<file path="config.mk">
export PLATFORM = sky130hd
export DESIGN_NAME = fsm_fault_shutdown_monitor
export DESIGN_NICKNAME = d
export VERILOG_FILES = /design/src/design/fsm_pkg.sv /design/src/design/fsm_fault_shutdown_monitor.sv
export SDC_FILE = /design/constraint.sdc
export NUM_CORES = 1
export LEC_CHECK = 0
export BUFFER_PORTS_ARGS = -buffer_cell sky130_fd_sc_hd__buf_2
export CORE_MARGIN = 2
export CORE_UTILIZATION = 45
export CTS_BUF_LIST = sky130_fd_sc_hd__clkbuf_4
export DETAILED_ROUTE_END_ITERATION = 8
export GPL_ROUTABILITY_DRIVEN = 0
export HOLD_SLACK_MARGIN = 0.1
export PLACE_DENSITY_LB_ADDON = 0.2
export REMOVE_ABC_BUFFERS = 1
export SYNTH_ARGS = -nofsm -noshare
export SYNTH_HDL_FRONTEND = slang
export SYNTH_SLANG_ARGS = --single-unit
export TNS_END_PERCENT = 20
</file>
<file path="constraint.sdc">
create_clock -name mclk -period 5.25 [get_ports mclk]
set_clock_uncertainty 0.05 [all_clocks]
set_input_delay 1.575 -clock mclk [delete_from_list [all_inputs] [get_ports mclk]]
set_output_delay 1.575 -clock mclk [all_outputs]
set_load 0.03 [all_outputs]
</file>
<file path="src/design/fsm_pkg.sv">
// Function
// - detect loss of any ground pins
// - ground loss raises gate-supply undervoltage, drivers off
// - ground loss filtered about 1.3 ms
// - temperature trip sets overheat signal
// - overheat bit readable in status register
// - enabled overheat raises interrupt immediately
// - enable low holds drivers off, core runs
// - enable pin level readable in status
// - supply overvoltage sets device off and forces drivers and interrupt off, register reads still work
// - digital outputs ready within 300 us
// - high-side command needs all permits high
`default_nettype none
package fsm_pkg;
    // register offsets
    localparam logic [9:0] DRIVER_CONFIGURATION_ADDR = 10'h1C5;
    localparam logic [9:0] DRIVER_FAULT_STATUS_ADDR = 10'h1D2;
    // reset values
    localparam logic [15:0] DRIVER_CONFIGURATION_RST = 16'h0000;
    // configuration fields
    localparam int CFG_OVERHEAT_IRQ_EN_BIT = 0;
    // status fields
    localparam int STS_OVERHEAT_BIT = 0;
    localparam int STS_DRIVER_ENABLE_BIT = 1;
    localparam int STS_GATE_UV_BIT = 2;
    localparam int STS_LOGIC_UV_BIT = 3;
    localparam int STS_HIGH_RAIL_UV_BIT = 4;
    // timing
    localparam int CLK_PERIOD_PS = 4000;
    // filter time in tenths of a millisecond, one tenth is 100000000 ps
    localparam int GROUND_LOSS_FILTER_TIME_MS_X10 = 13;
    localparam int GROUND_LOSS_FILTER_CYCLES =
        (GROUND_LOSS_FILTER_TIME_MS_X10 * 100000000) / CLK_PERIOD_PS;
    localparam int DIGITAL_READY_DELAY_US = 300;
    localparam int DIGITAL_READY_CYCLES = (DIGITAL_READY_DELAY_US * 1000000) / CLK_PERIOD_PS;
    localparam int NUM_HIGH_SIDE = 5;
endpackage
`default_nettype wire

</file>
<file path="src/design/fsm_fault_shutdown_monitor.sv">
`timescale 1ns/1ps
`default_nettype none
module fsm_fault_shutdown_monitor #(
    parameter int GROUND_LOSS_FILTER_CYCLES = fsm_pkg::GROUND_LOSS_FILTER_CYCLES,
    parameter int DIGITAL_READY_CYCLES = fsm_pkg::DIGITAL_READY_CYCLES
) (
    // clock and reset
    input wire logic mclk,
    input wire logic rst_b,
    // analog monitor flags
    input wire logic groundLost,
    input wire logic overTemp,
    input wire logic logicSupplyUndervoltage,
    input wire logic highRailUndervoltage,
    input wire logic supplyOvervoltage,
    input wire logic clockMonitorEnable,
    // pins and channel commands
    input wire logic driverEnable,
    input wire logic [fsm_pkg::NUM_HIGH_SIDE-1:0] hsIn,
    // register access port
    input wire logic [9:0] regAddr,
    input wire logic regWrEn,
    input wire logic [15:0] regWrData,
    input wire logic regRdEn,
    output logic [15:0] regRdData,
    output logic regRdValid,
    // protection outputs
    output logic gateSupplyUndervoltage,
    output logic [fsm_pkg::NUM_HIGH_SIDE-1:0] hsCommand,
    output logic deviceOff,
    output logic interruptRequest_n,
    output logic digitalReady
);
    logic [19:0] gndCnt_q;
    logic gateUv_q;
    logic overheat_q;
    logic [15:0] config_q;
    logic [16:0] readyCnt_q;
    logic ready_q;
    logic [15:0] rdData_q;
    logic rdValid_q;
    logic [fsm_pkg::NUM_HIGH_SIDE-1:0] hsCmd_q;
    logic deviceOff_q;
    logic statusRead;
    logic drvPermit;
    logic [15:0] statusWord;

    assign statusRead = regRdEn && (regAddr == fsm_pkg::DRIVER_FAULT_STATUS_ADDR);

    // ground loss filter: persistent loss only
    always_ff @(posedge mclk or negedge rst_b) begin
        if (!rst_b) begin
            gndCnt_q <= 20'h00000;
            gateUv_q <= 1'b0;
        end else if (!groundLost) begin
            gndCnt_q <= 20'h00000;
            gateUv_q <= 1'b0;
        end else if (gndCnt_q == 20'(GROUND_LOSS_FILTER_CYCLES - 1)) begin
            gateUv_q <= 1'b1;
        end else begin
            gndCnt_q <= gndCnt_q + 20'h00001;
        end
    end

    // sticky overheat, set wins over read clear
    always_ff @(posedge mclk or negedge rst_b) begin
        if (!rst_b) begin
            overheat_q <= 1'b0;
        end else if (overTemp) begin
            overheat_q <= 1'b1;
        end else if (statusRead) begin
            overheat_q <= 1'b0;
        end
    end

    always_ff @(posedge mclk or negedge rst_b) begin
        if (!rst_b) begin
            config_q <= fsm_pkg::DRIVER_CONFIGURATION_RST;
        end else if (regWrEn && regAddr == fsm_pkg::DRIVER_CONFIGURATION_ADDR) begin
            config_q <= regWrData;
        end
    end

    // status snapshot: sticky overheat, filtered gate UV, live enable and supply flags
    always_comb begin
        statusWord = 16'h0000;
        statusWord[fsm_pkg::STS_OVERHEAT_BIT] = overheat_q | overTemp;
        statusWord[fsm_pkg::STS_DRIVER_ENABLE_BIT] = driverEnable;
        statusWord[fsm_pkg::STS_GATE_UV_BIT] = gateUv_q;
        statusWord[fsm_pkg::STS_LOGIC_UV_BIT] = logicSupplyUndervoltage;
        statusWord[fsm_pkg::STS_HIGH_RAIL_UV_BIT] = highRailUndervoltage;
    end

    // read path keeps working with drivers off
    always_ff @(posedge mclk or negedge rst_b) begin
        if (!rst_b) begin
            rdData_q <= 16'h0000;
            rdValid_q <= 1'b0;
        end else begin
            rdValid_q <= regRdEn;
            if (!regRdEn) begin
                rdData_q <= rdData_q;
            end else if (regAddr == fsm_pkg::DRIVER_FAULT_STATUS_ADDR) begin
                rdData_q <= statusWord;
            end else if (regAddr == fsm_pkg::DRIVER_CONFIGURATION_ADDR) begin
                rdData_q <= config_q;
            end else begin
                rdData_q <= 16'h0000;
            end
        end
    end

    // digital ready delay after reset release
    always_ff @(posedge mclk or negedge rst_b) begin
        if (!rst_b) begin
            readyCnt_q <= 17'h00000;
            ready_q <= 1'b0;
        end else if (readyCnt_q == 17'(DIGITAL_READY_CYCLES - 1)) begin
            ready_q <= 1'b1;
        end else begin
            readyCnt_q <= readyCnt_q + 17'h00001;
        end
    end

    always_ff @(posedge mclk or negedge rst_b) begin
        if (!rst_b) begin
            deviceOff_q <= 1'b1;
        end else begin
            deviceOff_q <= supplyOvervoltage;
        end
    end

    assign drvPermit = driverEnable && !gateUv_q && !logicSupplyUndervoltage
        && !highRailUndervoltage && clockMonitorEnable && !supplyOvervoltage;

    generate
        for (genvar ch = 0; ch < fsm_pkg::NUM_HIGH_SIDE; ch++) begin : g_hs
            always_ff @(posedge mclk or negedge rst_b) begin
                if (!rst_b) begin
                    hsCmd_q[ch] <= 1'b0;
                end else begin
                    hsCmd_q[ch] <= drvPermit && hsIn[ch];
                end
            end
        end
    endgenerate

    // interrupt follows overheat without waiting a cycle
    assign interruptRequest_n = !(ready_q && !deviceOff_q &&
        config_q[fsm_pkg::CFG_OVERHEAT_IRQ_EN_BIT] && (overheat_q || overTemp));

    assign regRdData = rdData_q;
    assign regRdValid = rdValid_q;
    assign gateSupplyUndervoltage = gateUv_q;
    assign hsCommand = hsCmd_q;
    assign deviceOff = deviceOff_q;
    assign digitalReady = ready_q;

    // checks
    gnd_filter_a: assert property (@(posedge mclk) disable iff (!rst_b)
        $rose(gateSupplyUndervoltage) |->
            $past(gndCnt_q) == 20'(GROUND_LOSS_FILTER_CYCLES - 1) && $past(groundLost))
        else $error("gate undervoltage rose without full filter time");
    gnd_release_a: assert property (@(posedge mclk) disable iff (!rst_b)
        !groundLost |=> !gateSupplyUndervoltage)
        else $error("gate undervoltage held without ground loss");
    uv_drv_off_a: assert property (@(posedge mclk) disable iff (!rst_b)
        gateSupplyUndervoltage |=> hsCommand == '0)
        else $error("driver on during gate undervoltage");
    overheat_set_a: assert property (@(posedge mclk) disable iff (!rst_b)
        overTemp |=> overheat_q)
        else $error("overheat not latched");
    overheat_bit_a: assert property (@(posedge mclk) disable iff (!rst_b)
        regRdEn && regAddr == fsm_pkg::DRIVER_FAULT_STATUS_ADDR && overTemp
            |=> regRdValid && regRdData[fsm_pkg::STS_OVERHEAT_BIT])
        else $error("overheat not reported in status");
    overheat_irq_a: assert property (@(posedge mclk) disable iff (!rst_b)
        overTemp && config_q[fsm_pkg::CFG_OVERHEAT_IRQ_EN_BIT] && ready_q && !deviceOff_q
            |-> !interruptRequest_n)
        else $error("interrupt not raised on overheat");
    enable_off_a: assert property (@(posedge mclk) disable iff (!rst_b)
        !driverEnable |=> hsCommand == '0)
        else $error("driver on while enable low");
    enable_bit_a: assert property (@(posedge mclk) disable iff (!rst_b)
        regRdEn && regAddr == fsm_pkg::DRIVER_FAULT_STATUS_ADDR
            |=> regRdData[fsm_pkg::STS_DRIVER_ENABLE_BIT] == $past(driverEnable))
        else $error("enable level misreported");
    overvolt_off_a: assert property (@(posedge mclk) disable iff (!rst_b)
        supplyOvervoltage |=> deviceOff && hsCommand == '0)
        else $error("overvoltage did not shut off");
    ready_time_a: assert property (@(posedge mclk) disable iff (!rst_b)
        $rose(digitalReady) |-> $past(readyCnt_q) == 17'(DIGITAL_READY_CYCLES - 1))
        else $error("ready at wrong time");
    cmd_on_a: assert property (@(posedge mclk) disable iff (!rst_b)
        drvPermit && hsIn[0] |=> hsCommand[0])
        else $error("command off with all permits");
    sticky_hold_a: assert property (@(posedge mclk) disable iff (!rst_b)
        overheat_q && !statusRead |=> overheat_q)
        else $error("overheat cleared without read");
    irq_mask_a: assert property (@(posedge mclk) disable iff (!rst_b)
        !config_q[fsm_pkg::CFG_OVERHEAT_IRQ_EN_BIT] || !(overheat_q || overTemp) |-> interruptRequest_n)
        else $error("interrupt raised while masked or idle");
    perm_off_a: assert property (@(posedge mclk) disable iff (!rst_b)
        !drvPermit |=> hsCommand == '0)
        else $error("command on without every permit");
    overvolt_end_a: assert property (@(posedge mclk) disable iff (!rst_b)
        !supplyOvervoltage |=> !deviceOff)
        else $error("device held off after overvoltage cleared");
    cfg_write_a: assert property (@(posedge mclk) disable iff (!rst_b)
        regWrEn && regAddr == fsm_pkg::DRIVER_CONFIGURATION_ADDR |=> config_q == $past(regWrData))
        else $error("configuration write lost");
    rd_answer_a: assert property (@(posedge mclk) disable iff (!rst_b)
        regRdEn |=> regRdValid)
        else $error("read not answered");

    gnd_trip_c: cover property (@(posedge mclk) disable iff (!rst_b)
        $rose(gateSupplyUndervoltage));
    irq_c: cover property (@(posedge mclk) disable iff (!rst_b) $fell(interruptRequest_n));
    clear_c: cover property (@(posedge mclk) disable iff (!rst_b)
        overheat_q && statusRead && !overTemp ##1 !overheat_q);
    drive_c: cover property (@(posedge mclk) disable iff (!rst_b) hsCommand != '0);
    overvolt_c: cover property (@(posedge mclk) disable iff (!rst_b) $rose(deviceOff));
endmodule
`default_nettype wire

</file>
==> metrics.md, run 1 <==
| Metric | Value |
|---|---|
| Cell count after synthesis | `294` |
| Post-cts hold buffer count | `0` |
| CTS sink count | `79` |
| Fin crit share | `0.711` |
| Count leader, synth | `dfrtp_1` |
| # rows | `32` |
| Synth area leaders | `dfrtp_1 (56%), mux2_4 (4.3%), xnor2_1 (4.3%), a22o_1 (2.8%), mux2_2 (2.3%)` |
| Hold EP | `readyCnt_q[7]` |
| Post-Route Setup TNS | `0 ns` |
| Cell taking the most area after synthesis | `dfrtp_1` |
| CP Launch Type | `input pin` |
| Initial DRT Pass Iterations | `4` |
| Worst reg2reg path endpoint | `gndCnt_q[16]` |
| Vias in the first global route | `2401` |
| Worst-path fanout max | `3` |
| Final HPWL DP | `4.64 mm` |
| Total power | `1.07 mW` |
| Placed cells | `455` |
| # diodes | `0` |
| Clock Tree Buf Depth | `2` |
| Synthesis Warnings | `0` |
| Synth Register Bits | `79` |
| Maximum VDD drop | `0.0995 mV` |
| Hold crit path type | `flip-flop to flip-flop` |
| Synth Cell Area | `3470 um2` |
| Worst slew pin tran | `0.961 ns` |
| Crit path DAT | `2.11 ns` |
| Post-CTS setup buffers | `0` |
| Total congestion overflow | `0` |
| DR DRC count | `0` |
| Via count | `2411` |
| Maximum clock rate | `268 MHz` |
| Final net count | `408` |
| Post-route ant nets | `0` |
| Number of max-cap violations | `0` |
| Global-route wire length before repair | `11.5 mm` |
| Die span in y | `91.8 um` |
| Routed WL | `6.76 mm` |
| Initial DRC count | `103` |
| Reg-to-reg startpoint | `gndCnt_q[3]` |
| Initial Util | `0.456` |
| Top FF cell, synth | `dfrtp_1` |
| Top Ports | `68` |
| WS Path Type | `input pin to output port` |
| Library cells used by synthesis | `45` |
| DIE WIDTH | `91.8 um` |
| Fillers | `677` |
| Sequential-to-total area share from yosys stat | `0.571` |
| Pin count of the biggest net entering global routing | `80` |
| Clock latency on the worst-skew pair | `0.41 ns` |
| Die footprint | `8420 um2` |
| Via density | `5.12` |
| Initial antenna violation count | `0` |
| Leakage power | `2.00 nW` |
| Type of destination of the critical path | `output port` |
| RSZ-0062 raised after global routing | `false` |
| Max-slew headroom | `0.353` |
| Share of layout cells above drive strength 1 | `0.287` |
| Synth async-reset ratio | `1.00` |
| Clk pin slew, worst setup/hold paths | `0.12 ns` |
| Status | `completed` |
| TritonCTS clock tree | `yes` |
| Hold path cells | `1` |
| IO buf count | `67` |
| Pwr/cell area | `264 nW/um2` |
| GR Util All Layers | `0.172` |
| Routed len/inst | `14.4 um` |
| Slew Limit Fails | `0` |
| Root buffer cell | `clkbuf_4` |
| H-tree lvl count | `3` |
| Minimum clock period | `3.73 ns` |
| # setup viols final | `0` |
| Post-CTS Resized | `0` |
| Area delta synth->final | `16.9%` |
| Top cell type's share of synthesized area | `0.563` |
| Core ar. | `7610 um2` |
| CP required | `3.63 ns` |
| Hold_sp | `readyCnt_q[7]` |
| Worst Reg2Reg Path Length in Cells | `4` |
| Syn Area/Cell | `11.8 um2` |
| Final cell count without fillers | `471` |
| Top cells by count, synth | `dfrtp_1 (78), nor2_1 (19), nand2_1 (18), xnor2_1 (17), nand3_1 (14)` |
| R2R setup slack | `3.07 ns` |
| Total CTS buffers | `9` |
| Final count of hold timing violations | `0` |
| EDFF count, synth | `0` |
worst max-delay path by stage:
stage,from,endpoint,cells past startpoint
3_5_place_dp,overTemp,interruptRequest_n,3
6_report,overTemp,interruptRequest_n,3
2_1_floorplan,overTemp,interruptRequest_n,1
3_3_place_gp,overTemp,interruptRequest_n,3
4_1_cts,overTemp,interruptRequest_n,3
5_1_grt,overTemp,interruptRequest_n,3
cells by family after synthesis:
| logic type | Yosys count | share of synthesized area |
|---|---|---|
| buffers and inverters | 21 | 0.0274 |
| adder cells (fa/ha/maj) | 2 | 0.00722 |
| XOR/XNOR | 26 | 0.0657 |
| AO/OA/AOI/OAI | 35 | 0.0715 |
| flip-flops | 79 | 0.571 |
| AND/OR/NAND/NOR | 112 | 0.186 |
| multiplexers | 19 | 0.0718 |
through the flow:
step                      setup slack [ns]  utilization  hold WS, ns  area [um2]
final                                 1.52        0.532        0.433        4050
after global routing                  1.49        0.532        0.459        4050
after CTS                             1.53        0.532        0.435        4050
after detailed placement              1.53        0.511        0.409        3890
after global placement                1.55        0.511        0.412        3890
after floorplan                       1.50            -        0.388        3420
state kept, by name (all words and copies together) (netlist names):
register,flops
regRdData,16
deviceOff,1
digitalReady,1
gndCnt_q,20
readyCnt_q,17
regRdValid,1
overheat_q,1
hsCommand,5
gateSupplyUndervoltage,1
config_q,16
report_power, final:
group | leakage (nW) | switching [mW] | internal, mW | total [mW]
clock network | 0.0864 | 0.209 | 0.198 | 0.407
logic | 0.842 | 0.0288 | 0.0184 | 0.0472
registers | 1.08 | 0.00336 | 0.614 | 0.617
total | 2.00 | 0.241 | 0.830 | 1.07
critical path: stages:
cell,delay (ns)
buf_2,0.11
o2111ai_1,0.19
buf_2,0.23
layer usage:
| layer | routed length (um) | track usage | vias up |
|---|---|---|---|
| li1 | - | - | 1182 |
| met1 | 3270 | 0.240 | 1161 |
| met3 | 360 | 0.0362 | 8 |
| met5 | 0 | 0 | - |
| met4 | 89 | 0.0721 | 0 |
| met2 | 3040 | 0.261 | 60 |
layout make-up:
class	instances	area [um2]	share of cell area
Clock buffer	10	75.1	0.0185
Multi-Input combinational cell	194	1390	0.344
Inverter	12	45.0	0.0111
Clock inverter	6	86.3	0.0213
Sequential cell	79	1980	0.488
Tap cell	102	128	0.0315
Timing Repair Buffer	68	345	0.0853
placed cells by master, fill, tap and decap left out, types with 9 or more instances in the layout:
| master | Yosys | layout |
|---|---|---|
| dfrtp_1 | 78 | 78 |
| buf_2 | 0 | 66 |
| nor2_1 | 19 | 19 |
| nand2_1 | 18 | 18 |
| xnor2_1 | 17 | 17 |
| nand3_1 | 14 | 14 |
| inv_1 | 12 | 12 |
| a22o_1 | 11 | 11 |
| mux2_4 | 10 | 10 |
| clkbuf_4 | 0 | 10 |
| nor3_1 | 9 | 9 |
| o21ai_0 | 9 | 9 |
| nand4_1 | 9 | 9 |
| xor2_1 | 9 | 9 |
No activity file was read; power rests on OpenSTA's default activity.
==> inputs of run 2 (changes only) <==
Settings changed: ABC_AREA from default to 1.
Clock period 5.25 ns to 3.9 ns, I/O delays scaled along.
==> run 2 against run 1 <==
Effect of this change:
- sequential share of layout area shrank 4.5 points
- sequential cell count is the same
- largest power group unchanged
- critical endpoint unchanged
- non-clock buffer count is the same
- synthesized cell count grew 60%
- worst setup slack lost 0.59 ns
- combinational power grew 55%
- wire length grew 21%
- design area grew 10%
- sequential power grew 35%
- first-iteration DRC count grew 6.8%
- cell count grew 38%
==> metrics.md, run 2 <==
| Metric | Value |
|---|---|
| Synth Cell Area | `3860 um2 (was 3470 um2)` |
| Via density | `5.04 (was 5.12)` |
| Worst reg2reg path endpoint | `gndCnt_q[14] (was gndCnt_q[16])` |
| Synthesis Warnings | `0 (unchanged)` |
| Post-route ant nets | `0 (unchanged)` |
| Number of max-cap violations | `0 (unchanged)` |
| Comb power frac | `0.048 (was 0.044)` |
| Post-cts hold buffer count | `0 (unchanged)` |
| Via count | `3265 (was 2411)` |
| Top cell type's share of synthesized area | `0.506 (was 0.563)` |
| Leakage power | `2.36 nW (was 2.00 nW)` |
| Final count of hold timing violations | `0 (unchanged)` |
| Share of layout cells above drive strength 1 | `0.210 (was 0.287)` |
| Synth async-reset ratio | `1.00 (unchanged)` |
| Net switching power | `0.339 mW (was 0.241 mW)` |
| Synth area leaders | `dfrtp_1 (51%), nand2_1 (12%), nand3_1 (9.2%), nor2_1 (5.0%), inv_1 (4.1%) (was dfrtp_1 (56%), mux2_4 (4.3%), xnor2_1 (4.3%), a22o_1 (2.8%), mux2_2 (2.3%))` |
| Max-slew headroom | `0.356 (was 0.353)` |
| Hold crit path type | `flip-flop to flip-flop (unchanged)` |
| Initial Util | `0.467 (was 0.456)` |
| Worst slew pin tran | `0.967 ns (was 0.961 ns)` |
| Die span in y | `96.6 um (was 91.8 um)` |
| Sw frac | `0.223 (was 0.225)` |
| Seq. cell area | `1980 um2 (unchanged)` |
| Initial DRT Pass Iterations | `4 (unchanged)` |
| # rows | `33 (was 32)` |
| Worst Reg2Reg Path Length in Cells | `8 (was 4)` |
| Crit path DAT | `1.75 ns (was 2.11 ns)` |
| Total congestion overflow | `0 (unchanged)` |
| Pwr/cell area | `341 nW/um2 (was 264 nW/um2)` |
| Syn Area/Cell | `8.21 um2 (was 11.8 um2)` |
| Library cells used by synthesis | `28 (was 45)` |
| Maximum VDD drop | `0.172 mV (was 0.0995 mV)` |
| # diodes | `0 (unchanged)` |
| Vias in the first global route | `3179 (was 2401)` |
| WS Path Type | `input pin to output port (unchanged)` |
| Post-CTS setup buffers | `0 (unchanged)` |
| Type of destination of the critical path | `output port (unchanged)` |
| Initial antenna violation count | `0 (unchanged)` |
| Area occupied by multi-input gates | `1630 um2 (was 1390 um2)` |
| Status | `completed (unchanged)` |
| DR DRC count | `0 (unchanged)` |
| Synth Register Bits | `79 (unchanged)` |
| Maximum clock rate | `337 MHz` |
| Count leader, synth | `nand2_1 (was dfrtp_1)` |
| CP required | `2.68 ns (was 3.63 ns)` |
| CTS sink count | `79 (unchanged)` |
| DIE WIDTH | `96.6 um (was 91.8 um)` |
| Reg-to-reg startpoint | `gndCnt_q[0] (was gndCnt_q[3])` |
| Most frequent cells in the layout | `nand2_1 (125), dfrtp_1 (78), nand3_1 (71) (was dfrtp_1 (78), buf_2 (66), nor2_1 (19))` |
| Fillers | `804 (was 677)` |
| Cell-internal power | `1.18 mW (was 0.830 mW)` |
| Post-CTS Resized | `0 (unchanged)` |
| Top cells by count, synth | `nand2_1 (125), dfrtp_1 (78), nand3_1 (71), nor2_1 (51), inv_1 (42) (was dfrtp_1 (78), nor2_1 (19), nand2_1 (18), xnor2_1 (17), nand3_1 (14))` |
| Die footprint | `9330 um2 (was 8420 um2)` |
| RSZ-0062 raised after global routing | `false (unchanged)` |
| Biggest register | `gndCnt_q (unchanged)` |
| Worst setup path startpoint | `overTemp (unchanged)` |
| Final net count | `582 (was 408)` |
| Worst-path fanout max | `2 (was 3)` |
| Post-Route Setup TNS | `0 ns (unchanged)` |
| GR Util All Layers | `0.183 (was 0.172)` |
| Max reg flops | `20 (unchanged)` |
| H-tree lvl count | `3 (unchanged)` |
| Clock Tree Buf Depth | `2 (unchanged)` |
| Top FF cell, synth | `dfrtp_1 (unchanged)` |
| Routed len/inst | `12.6 um (was 14.4 um)` |
| Fin crit share | `0.761` |
| Top Ports | `68 (unchanged)` |
| Routed WL | `8.16 mm (was 6.76 mm)` |
| Clock power frac | `0.405 (was 0.380)` |
| Sequential Power Share | `0.547 (was 0.576)` |
| Core Util, Final | `0.540 (was 0.532)` |
| TritonCTS clock tree | `yes (unchanged)` |
| EDFF count, synth | `0 (unchanged)` |
| Critical path destination | `interruptRequest_n (unchanged)` |
| Sequential-to-total area share from yosys stat | `0.512 (was 0.571)` |
| Global-route wire length before repair | `14.3 mm (was 11.5 mm)` |
| Area delta synth->final | `15.5% (was 16.9%)` |
| Minimum clock period | `2.97 ns` |
| Pin count of the biggest net entering global routing | `80 (unchanged)` |
| # setup viols final | `0 (unchanged)` |
| Clk pin slew, worst setup/hold paths | `0.11 ns (was 0.12 ns)` |
| Slew Limit Fails | `0 (unchanged)` |
| IO buf count | `67 (unchanged)` |
| CP Launch Type | `input pin (unchanged)` |
| Pre-CTS WS | `0.937 ns (was 1.53 ns)` |
| Clock latency on the worst-skew pair | `0.42 ns (was 0.41 ns)` |
| Setup ws final | `0.930 ns (was 1.52 ns)` |
| Core ar. | `8260 um2 (was 7610 um2)` |
| R2R setup slack | `2.41 ns (was 3.07 ns)` |
| Commonest non-fill, non-tap cell in the layout | `nand2_1 (was dfrtp_1)` |
| Top Registers | `gndCnt_q x20, readyCnt_q x17 (unchanged)` |
| Initial DRC count | `110 (was 103)` |
| Hold_ws | `0.429 ns (was 0.433 ns)` |
| Final HPWL DP | `5.71 mm (was 4.64 mm)` |
| Total CTS buffers | `9 (unchanged)` |
| Cell taking the most area after synthesis | `dfrtp_1 (unchanged)` |
| Cell count after synthesis | `470 (was 294)` |
| Root buffer cell | `clkbuf_4 (unchanged)` |
-- run 2: power groups by stage --
stage	combinational (mW)	clock, mW	sequential, mW
floorplan	0.0188	0	0.849
global placement	0.0742	0	0.846
detailed placement	0.0756	0	0.846
CTS	0.0756	0.632	0.831
global route	0.0838	0.665	0.832
finish	0.0731	0.616	0.831
-- run 2: routing by layer --
metal | vias to the layer above | wire length (um) | track usage | share of wire
met5 | - | 0 | 0 | 0
met4 | 0 | 97 | 0.0433 | 0.012
met3 | 10 | 403 | 0.0527 | 0.049
met2 | 72 | 3870 | 0.307 | 0.47
met1 | 1543 | 3790 | 0.233 | 0.46
li1 | 1640 | - | - | -
-- run 2: kinds of logic after synthesis --
logic type | share of synthesized area
fa+ha+maj | 0.00648
simple gates | 0.353
compound gates | 0.0272
flops | 0.512
buf+inv | 0.0645
xor+xnor | 0.0363
-- run 2: stage by stage --
stage	area, um2	total power [mW]	cells
2_1_floorplan	3800	0.868	459
3_3_place_gp	4280	0.920	632
3_5_place_dp	4280	0.922	632
4_1_cts	4460	1.54	648
5_1_grt	4460	1.58	648
6_report	4460	1.52	648
-- run 2: final cells by class --
cell class              instances  area share
clock buffers                  10      0.0168
clock inverters                 6      0.0244
inverters                      50      0.0421
multi-input cells             330       0.366
flip-flops and latches         79       0.444
well taps                     105      0.0295
repair buffers                 68      0.0774
-- run 2: critical path: stages --
cell and delay, ns:
buf_2 0.11, nor2_1 0.14, inv_1 0.07, nand3_1 0.06
buf_2 0.19
-- run 2: worst min-delay path by stage --
stage                     cells after the start             end  slack (ns)           start
after floorplan                               2  readyCnt_q[15]        0.39  readyCnt_q[15]
after global placement                        2     config_q[3]        0.40     config_q[3]
after detailed placement                      2  readyCnt_q[15]        0.41  readyCnt_q[15]
after CTS                                     2  readyCnt_q[15]        0.44  readyCnt_q[15]
after global routing                          1   readyCnt_q[6]        0.46   readyCnt_q[6]
final                                         2  readyCnt_q[15]        0.43  readyCnt_q[15]
